**src/sfe_pkg.sv**
```systemverilog
/*
  Shared types and constants for the serial EEPROM slave front end.
  Assumes a system clock much faster than the serial clock, so that
  every pin edge can be found by sampling.
*/
`default_nettype none

package sfe_pkg;

  // Pin bundle width, byte width and counter widths
  localparam int unsigned PIN_W       = 5;
  localparam int unsigned BITS_BYTE   = 8;
  localparam int unsigned BIT_CNT_W   = 3;
  localparam int unsigned BYTE_CNT_W  = 8;

  // Counter values
  localparam logic [BIT_CNT_W-1:0]  BIT_FIRST  = 3'h0;
  localparam logic [BIT_CNT_W-1:0]  BIT_LAST   = 3'h7;
  localparam logic [BIT_CNT_W-1:0]  BIT_STEP   = 3'h1;
  localparam logic [BYTE_CNT_W-1:0] BYTE_NONE  = 8'h00;
  localparam logic [BYTE_CNT_W-1:0] BYTE_STEP  = 8'h01;
  localparam logic [BYTE_CNT_W-1:0] BYTE_MAX   = 8'hFF;
  localparam logic [BITS_BYTE-1:0]  BYTE_ZERO  = 8'h00;

  // Synchroniser reset image: all pins low, so a select held low
  // through reset never looks like a falling edge
  localparam logic [PIN_W-1:0]      PINS_RESET = 5'h00;

  // Link state
  typedef enum logic [1:0] {
    SFE_IDLE  = 2'b00,
    SFE_SEL   = 2'b01,
    SFE_PAUSE = 2'b10
  } sfe_state_t;

  // Raw or synchronised pin levels
  typedef struct packed {
    logic sclk;
    logic cs_n;
    logic mosi;
    logic hold_n;
    logic wp_n;
  } sfe_pins_t;

  // Received byte towards the command layer
  typedef struct packed {
    logic                  valid;
    logic [BYTE_CNT_W-1:0] index;
    logic [BITS_BYTE-1:0]  data;
  } sfe_rx_t;

endpackage

`default_nettype wire

```
**src/sfe_pin_sync.sv**
```systemverilog
/*
  Two-stage synchronisers for the serial pins, plus one history stage
  for edge detection.
  Assumes every input is asynchronous to i_clock.
*/
`timescale 1ns/1ns
`default_nettype none

module sfe_pin_sync
  import sfe_pkg::*;
(
  // Clock and reset
  input  wire logic             i_clock,
  input  wire logic             i_rst,
  // Pins
  input  wire logic [PIN_W-1:0] i_raw,
  // Synchronised level and its previous sample
  output logic      [PIN_W-1:0] o_level,
  output logic      [PIN_W-1:0] o_prev
);

  logic [PIN_W-1:0] meta;

  genvar g;
  generate
    for (g = 0; g < PIN_W; g++) begin : g_bit
      // First stage feeds only the second
      always_ff @(posedge i_clock or posedge i_rst) begin
        if (i_rst) begin
          meta[g]    <= PINS_RESET[g];
          o_level[g] <= PINS_RESET[g];
          o_prev[g]  <= PINS_RESET[g];
        end else begin
          meta[g]    <= i_raw[g];
          o_level[g] <= meta[g];
          o_prev[g]  <= o_level[g];
        end
      end
    end
  endgenerate

endmodule

`default_nettype wire

```
**src/sfe_front_end.sv**
```systemverilog
/*
  Serial slave front end of a byte-wide serial EEPROM: select
  qualification, pause handling, bit and byte shifting, output drive,
  power state and the volatile status flags.
  Assumes a command layer beside it that decodes bytes, says when the
  output phase runs and when a whole write command was seen, and ends
  internal write cycles. The serial clock must run well below a
  quarter of i_clock.
*/
`timescale 1ns/1ns
`default_nettype none

module sfe_front_end
  import sfe_pkg::*;
(
  // Clock and reset
  input  wire logic                  i_clock,
  input  wire logic                  i_rst,
  // Serial pins
  input  wire logic                  i_sclk,
  input  wire logic                  i_cs_n,
  input  wire logic                  i_mosi,
  input  wire logic                  i_hold_n,
  input  wire logic                  i_wp_n,
  output logic                       o_miso,
  output logic                       o_miso_oe,
  // Received bytes
  output sfe_rx_t                    o_rx,
  output logic     [BIT_CNT_W-1:0]   o_bit_count,
  output logic     [BYTE_CNT_W-1:0]  o_byte_count,
  // Output phase from the command layer
  input  wire logic                  i_out_phase,
  input  wire logic [BITS_BYTE-1:0]  i_tx_byte,
  output logic                       o_tx_taken,
  // Frame and write control
  input  wire logic                  i_write_cmd_ok,
  input  wire logic                  i_write_done,
  input  wire logic                  i_wel_set,
  input  wire logic                  i_wel_clr,
  output logic                       o_frame_end,
  output logic                       o_frame_whole,
  output logic                       o_write_start,
  // Status
  output logic                       o_write_enable_latch,
  output logic                       o_write_busy_flag,
  output logic                       o_wp_n_level,
  output logic                       o_selected,
  output logic                       o_paused,
  output logic                       o_active,
  output logic                       o_standby
);

  sfe_pins_t pins_raw;
  sfe_pins_t pins_now;
  sfe_pins_t pins_prev;

  sfe_state_t state;
  sfe_state_t next_state;

  logic [BIT_CNT_W-1:0]  bit_cnt;
  logic [BIT_CNT_W-1:0]  next_bit_cnt;
  logic [BYTE_CNT_W-1:0] byte_cnt;
  logic [BYTE_CNT_W-1:0] next_byte_cnt;
  logic [BITS_BYTE-2:0]  rx_shift;
  logic [BIT_CNT_W-1:0]  tx_cnt;
  logic [BIT_CNT_W-1:0]  next_tx_cnt;
  logic [BITS_BYTE-1:0]  tx_shift;
  logic [BITS_BYTE-1:0]  next_tx_shift;
  logic                  next_miso;
  logic                  driving;
  logic                  next_driving;
  sfe_rx_t               next_rx;
  logic                  next_wel;
  logic                  next_busy;

  assign pins_raw = '{sclk: i_sclk, cs_n: i_cs_n, mosi: i_mosi, hold_n: i_hold_n, wp_n: i_wp_n};

  sfe_pin_sync u_sync (
    .i_clock (i_clock),
    .i_rst   (i_rst),
    .i_raw   (pins_raw),
    .o_level (pins_now),
    .o_prev  (pins_prev)
  );

  // Edge decode, shared by the clock, select and pause pins
  function automatic logic rose(input logic now_v, input logic prev_v);
    return now_v & ~prev_v;
  endfunction

  function automatic logic fell(input logic now_v, input logic prev_v);
    return ~now_v & prev_v;
  endfunction

  logic sclk_rise;
  logic sclk_fall;
  logic cs_fall;
  logic cs_rise;
  logic hold_fall;
  logic hold_rise;
  logic clk_low;
  logic in_sel;
  logic in_idle;
  logic shift_en;
  logic out_en;
  logic byte_done;
  logic frame_end;
  logic tx_load;
  logic frame_whole;
  logic write_go;

  // Edge decode on synchronised pins
  assign sclk_rise = rose(pins_now.sclk, pins_prev.sclk);
  assign sclk_fall = fell(pins_now.sclk, pins_prev.sclk);
  assign cs_fall   = fell(pins_now.cs_n, pins_prev.cs_n);
  assign cs_rise   = rose(pins_now.cs_n, pins_prev.cs_n);
  assign hold_fall = fell(pins_now.hold_n, pins_prev.hold_n);
  assign hold_rise = rose(pins_now.hold_n, pins_prev.hold_n);
  // Level, not edge: the pause pin may move long after the clock fell
  assign clk_low   = ~pins_now.sclk;

  assign in_sel    = (state == SFE_SEL);
  assign in_idle   = (state == SFE_IDLE);

  assign shift_en  = in_sel & sclk_rise;
  assign out_en    = in_sel & sclk_fall & i_out_phase;
  assign byte_done = shift_en & (bit_cnt == BIT_LAST);
  assign frame_end = cs_rise & ~in_idle;
  assign tx_load   = out_en & (tx_cnt == BIT_FIRST);

  // Whole bytes only; a stray bit spoils the frame
  assign frame_whole = (bit_cnt == BIT_FIRST) & (byte_cnt != BYTE_NONE);
  assign write_go    = frame_end & frame_whole & i_write_cmd_ok & ~o_write_busy_flag;

  // Link state machine
  always_comb begin
    next_state = state;
    unique case (state)
      SFE_IDLE: begin
        if (cs_fall) begin
          next_state = SFE_SEL;
        end
      end
      SFE_SEL: begin
        if (cs_rise) begin
          next_state = SFE_IDLE;
        end else if (hold_fall & clk_low) begin
          next_state = SFE_PAUSE;
        end
      end
      SFE_PAUSE: begin
        if (cs_rise) begin
          next_state = SFE_IDLE;
        end else if (hold_rise & clk_low) begin
          next_state = SFE_SEL;
        end
      end
      default: begin
        next_state = SFE_IDLE;
      end
    endcase
  end

  // Input shifting and counting
  always_comb begin
    next_bit_cnt  = bit_cnt;
    next_byte_cnt = byte_cnt;
    if (frame_end | cs_fall) begin
      next_bit_cnt  = BIT_FIRST;
      next_byte_cnt = BYTE_NONE;
    // Count on rising edges from select
    end else if (shift_en) begin
      next_bit_cnt = bit_cnt + BIT_STEP;
      // Saturates so a long page never looks empty
      if (byte_done && (byte_cnt != BYTE_MAX)) begin
        next_byte_cnt = byte_cnt + BYTE_STEP;
      end
    end
  end

  // Received byte, most significant bit first
  always_comb begin
    next_rx = o_rx;
    next_rx.valid = 1'b0;
    if (byte_done) begin
      next_rx.valid = 1'b1;
      next_rx.index = byte_cnt;
      next_rx.data  = {rx_shift, pins_now.mosi};
    end
  end

  // Output shifting on falling edges
  always_comb begin
    next_tx_cnt   = tx_cnt;
    next_tx_shift = tx_shift;
    next_miso     = o_miso;
    next_driving  = driving;
    if (frame_end | cs_fall | ~i_out_phase) begin
      next_tx_cnt  = BIT_FIRST;
      next_driving = 1'b0;
    // Drive on falling edges in output phase
    end else if (out_en) begin
      next_tx_cnt  = tx_cnt + BIT_STEP;
      next_driving = 1'b1;
      // Send MSB first
      // Next byte is taken on the ninth fall; have it ready
      if (tx_load) begin
        next_miso     = i_tx_byte[BITS_BYTE-1];
        next_tx_shift = {i_tx_byte[BITS_BYTE-2:0], 1'b0};
      end else begin
        next_miso     = tx_shift[BITS_BYTE-1];
        next_tx_shift = {tx_shift[BITS_BYTE-2:0], 1'b0};
      end
    end
  end

  // Volatile status flags; set beats clear in the same cycle
  always_comb begin
    next_wel  = o_write_enable_latch;
    next_busy = o_write_busy_flag;
    if (i_wel_set) begin
      next_wel = 1'b1;
    end else if (i_wel_clr) begin
      next_wel = 1'b0;
    end
    // Busy holds until the command layer ends the write
    if (write_go) begin
      next_busy = 1'b1;
    end else if (i_write_done) begin
      next_busy = 1'b0;
    end
  end

  always_ff @(posedge i_clock or posedge i_rst) begin
    if (i_rst) begin
      state                <= SFE_IDLE;
      o_write_enable_latch <= 1'b0;
      o_write_busy_flag    <= 1'b0;
    end else begin
      state                <= next_state;
      o_write_enable_latch <= next_wel;
      o_write_busy_flag    <= next_busy;
    end
  end

  // Receive counters and byte register
  always_ff @(posedge i_clock or posedge i_rst) begin
    if (i_rst) begin
      bit_cnt  <= BIT_FIRST;
      byte_cnt <= BYTE_NONE;
      rx_shift <= BYTE_ZERO[BITS_BYTE-2:0];
      o_rx     <= '{valid: 1'b0, index: BYTE_NONE, data: BYTE_ZERO};
    end else begin
      bit_cnt  <= next_bit_cnt;
      byte_cnt <= next_byte_cnt;
      o_rx     <= next_rx;
      if (shift_en) begin
        rx_shift <= {rx_shift[BITS_BYTE-3:0], pins_now.mosi};
      end
    end
  end

  // Transmit path registers
  always_ff @(posedge i_clock or posedge i_rst) begin
    if (i_rst) begin
      tx_cnt     <= BIT_FIRST;
      tx_shift   <= BYTE_ZERO;
      o_miso     <= 1'b0;
      driving    <= 1'b0;
      o_tx_taken <= 1'b0;
    end else begin
      tx_cnt     <= next_tx_cnt;
      tx_shift   <= next_tx_shift;
      o_miso     <= next_miso;
      driving    <= next_driving;
      o_tx_taken <= tx_load & ~frame_end;
    end
  end

  // Frame pulses, sampled protect level
  always_ff @(posedge i_clock or posedge i_rst) begin
    if (i_rst) begin
      o_frame_end   <= 1'b0;
      o_frame_whole <= 1'b0;
      o_write_start <= 1'b0;
      o_wp_n_level  <= 1'b0;
    end else begin
      o_frame_end   <= frame_end;
      o_frame_whole <= frame_end & frame_whole;
      o_write_start <= write_go;
      o_wp_n_level  <= pins_now.wp_n;
    end
  end

  assign o_miso_oe    = driving & in_sel & i_out_phase;

  // Power state from select and busy flag
  assign o_active     = ~in_idle;
  assign o_standby    = in_idle & ~o_write_busy_flag;

  assign o_selected   = ~in_idle;
  assign o_paused     = (state == SFE_PAUSE);
  assign o_bit_count  = bit_cnt;
  assign o_byte_count = byte_cnt;

endmodule

`default_nettype wire

```
**config.mk**
```make
export PLATFORM = sky130hd
export DESIGN_NAME = sfe_front_end
export DESIGN_NICKNAME = d
export VERILOG_FILES = /design/src/sfe_pkg.sv /design/src/sfe_pin_sync.sv /design/src/sfe_front_end.sv
export SDC_FILE = /design/constraint.sdc
export NUM_CORES = 1
export LEC_CHECK = 0
export BUFFER_PORTS_ARGS = -buffer_cell sky130_fd_sc_hd__buf_2
export CAP_MARGIN = 20
export CORE_MARGIN = 3
export CORE_UTILIZATION = 45
export DETAILED_ROUTE_END_ITERATION = 8
export HOLD_SLACK_MARGIN = 0.08
export PLACE_DENSITY = 0.71
export SLEW_MARGIN = 15
export SYNTH_ARGS = -nofsm -noshare
export SYNTH_HDL_FRONTEND = slang
export SYNTH_SLANG_ARGS = --single-unit
```
**constraint.sdc**
```tcl
create_clock -name i_clock -period 2.2 [get_ports i_clock]
set_input_delay 0.11 -clock i_clock [delete_from_list [all_inputs] [get_ports i_clock]]
set_output_delay 0.11 -clock i_clock [all_outputs]
set_load 0.01 [all_outputs]
```
==> run metrics <==
run status finished clean; Mapped Nets 278; final instance area 3660 µm²; Worst-Skew Late Latency 0.34 ns; Layout area overhead 28.2%; worst slew pin tran 0.735 ns; Syn. warnings 0; count leader, synth dfrtp_1; ys async rst share 1.00; wl on met1 2530 µm; Slew headroom 0.507; capturing point of the worst reg2reg path o_write_busy_flag; top cells by area, synth dfrtp_1 (61%), nand2_1 (6.1%), mux2_2 (5.1%), ha_1 (3.1%), o21ai_0 (3.0%); largest net degree at the start of global routing 44; Synth Instances 251; total grt overflow 0; minimum clock period 2.00 ns; Die Area 7330 µm²; Setup CP Type reg2reg; Via Count 2120; Leak 0.00193 µW; Post-Syn Area 2850 µm²; # IOs 61; Fillers 517; height of the chip 85.6 µm; setup total negative slack 0 ns; library cells used by synthesis 46; number of diodes 0; Top FF cell, synth dfrtp_1; row count 28; Residual DRC 0; EDFF count, synth 0; register area share after synthesis 0.605; sequential share of power 0.479; met3 wire len 298 µm; Critical Path RT 2.43 ns; Internal Power 2380 µW; switching share of power 0.255; Starting Density 0.473; overall routed net length 5720 µm; clk sinks 69; clock skew 0.00881 ns; vias per std cell 5.12; Final Max Tran Viols 0; syn avg cell area 11.4 µm²; worst-path maximum fanout 4; H-Tree Depth 3; # setup viols final 0; IO buf count 60; RSZ-0062 raised after global routing no; final non-filler cell total 414; WHS Endpoint tx_shift[2]; Worst Hold Path Cells 3; die span in x 85.6 µm; gp weighted congestion 0.740; met2 WL 2810 µm; length of the first detailed-routing pass in iterations 5; CTS resizes 0; DR WL/cell 13.8 µm; initial antenna violation count 0; PwrDens 873 nW/µm²; hold crit path type in2reg; Max Used Layer met4; layout cells sized above 1 0.295; total power 3190 µW; CTS tree yes; R2R cell count 7; Final Hold Vio Count 0; top cells by count, synth dfrtp_1 (69), nand2_1 (46), o21ai_0 (17); crit end category flip-flop; cts bufs inserted 9; Synth area leader dfrtp_1; Max Root-Sink Buffers 2; Peak VDD IR 0.590 mV; DP Cell Count 381; vias in the first global route 2186; Final ANT Viol Nets 0; # nets final 361; R2R Setup Slk 0.20 ns; Clk pwr share 0.394; fmax 501 MHz; # Max-Cap Violations 0; crit path launch type flip-flop; hold_sp i_tx_byte[1]; first-pass GRT wire length 10100 µm; core region area 6030 µm²; HPWL after DPL 3980 µm; final core occ 0.607; area share of the largest cell type after synthesis 0.605; gr usage total 0.176; FF+latch count, synth 69; combinational share of power 0.127; DRT iter0 DRCs 85; Area after DPL 3240 µm²; Worst R2R Start o_byte_count[0]; CTS clk-pin slew, worst paths 0.07 ns; Period Utilization, post-route 0.908; Net Switching 814 µW; Worst EP arrival 2.22 ns; CTS root buffer clkbuf_8
==> state kept, by name, summed over array words and instances (netlist names), 2 cells and up <==
register        flops
o_rx               17
o_byte_count        8
rx_shift            7
tx_shift            7
u_sync.meta         5
u_sync.o_level      5
o_bit_count         3
tx_cnt              3
u_sync.o_prev       3
state               2
==> power by group through the flow <==
stage,combinational [µW],clock [µW],sequential (µW)
2_1_floorplan,259,0,1540
3_3_place_gp,368,0,1550
3_5_place_dp,388,0,1560
4_1_cts,413,1280,1530
5_1_grt,467,1340,1560
6_report,404,1260,1530
==> layout by cell type (no fill, tap or decap), drive strengths merged, types with 4 or more instances in the layout <==
master        n
dfrtp        69
buf          63
nand2        47
o21ai        18
dlygate4sd3  17
inv          14
nor2         13
mux2         13
clkbuf       10
a21oi         8
mux2i         7
ha            7
nand3         5
nor2b         4
==> worst max-delay path by stage <==
stage / start / endpoint / slack, ns / cells after the start
2_1_floorplan: i_rst / driving / 0.35 / 1
3_3_place_gp: state[1] / o_rx[1] / 0.43 / 4
3_5_place_dp: state[1] / o_rx[0] / 0.40 / 4
4_1_cts: o_byte_count[0] / o_write_busy_flag / 0.15 / 7
5_1_grt: o_byte_count[1] / o_write_busy_flag / 0.02 / 7
6_report: o_byte_count[0] / o_write_busy_flag / 0.20 / 7
==> routing by layer <==
layer	up-vias	GRT usage
met1	1032	0.221
met3	9	0.0490
li1	1026	-
met5	-	0
met4	0	0.0791
met2	53	0.283
==> stage by stage <==
stage	hold WS, ns	setup slack, ns
floorplan	0.141	0.350
global placement	0.195	0.429
detailed placement	0.203	0.397
CTS	0.0886	0.153
global route	0.132	0.0176
finish	0.0918	0.203
==> repair_timing <==
action | 4_1_cts | 5_1_grt
hold buffers | 17 | 0
endpoints found under the hold margin | 40 | 0
setup buffers | 0 | 0
==> logic make-up after synthesis <==
group,count (synthesis),share of synthesized area
and+or+nand+nor,88,0.152
DFF,69,0.605
AOI/OAI and AO/OA,42,0.0939
buffers and inverters,22,0.0329
muxes,20,0.0759
adders and majority gates,7,0.0307
xor gates and xnor gates,3,0.00921
==> cell type report <==
type / count / area, µm² / area share
clock inverter: 6 / 110 / 0.0301
tap: 75 / 93.8 / 0.0256
sequential: 69 / 1730 / 0.472
multi-input combinational: 160 / 1030 / 0.282
inverter: 14 / 52.6 / 0.0144
clock buffer: 10 / 138 / 0.0376
timing repair buffer: 80 / 505 / 0.138
==> critical path: stages, from the launching register on <==
cell and delay (ns):
dfrtp_1 0.41, inv_1 0.11, ha_1 0.15, nor4b_1 0.26, nand2_1 0.12, nand4b_1 0.17, o22ai_1 0.10, dlygate4sd3_1 0.55
No activity file was read; power rests on OpenSTA's default activity.
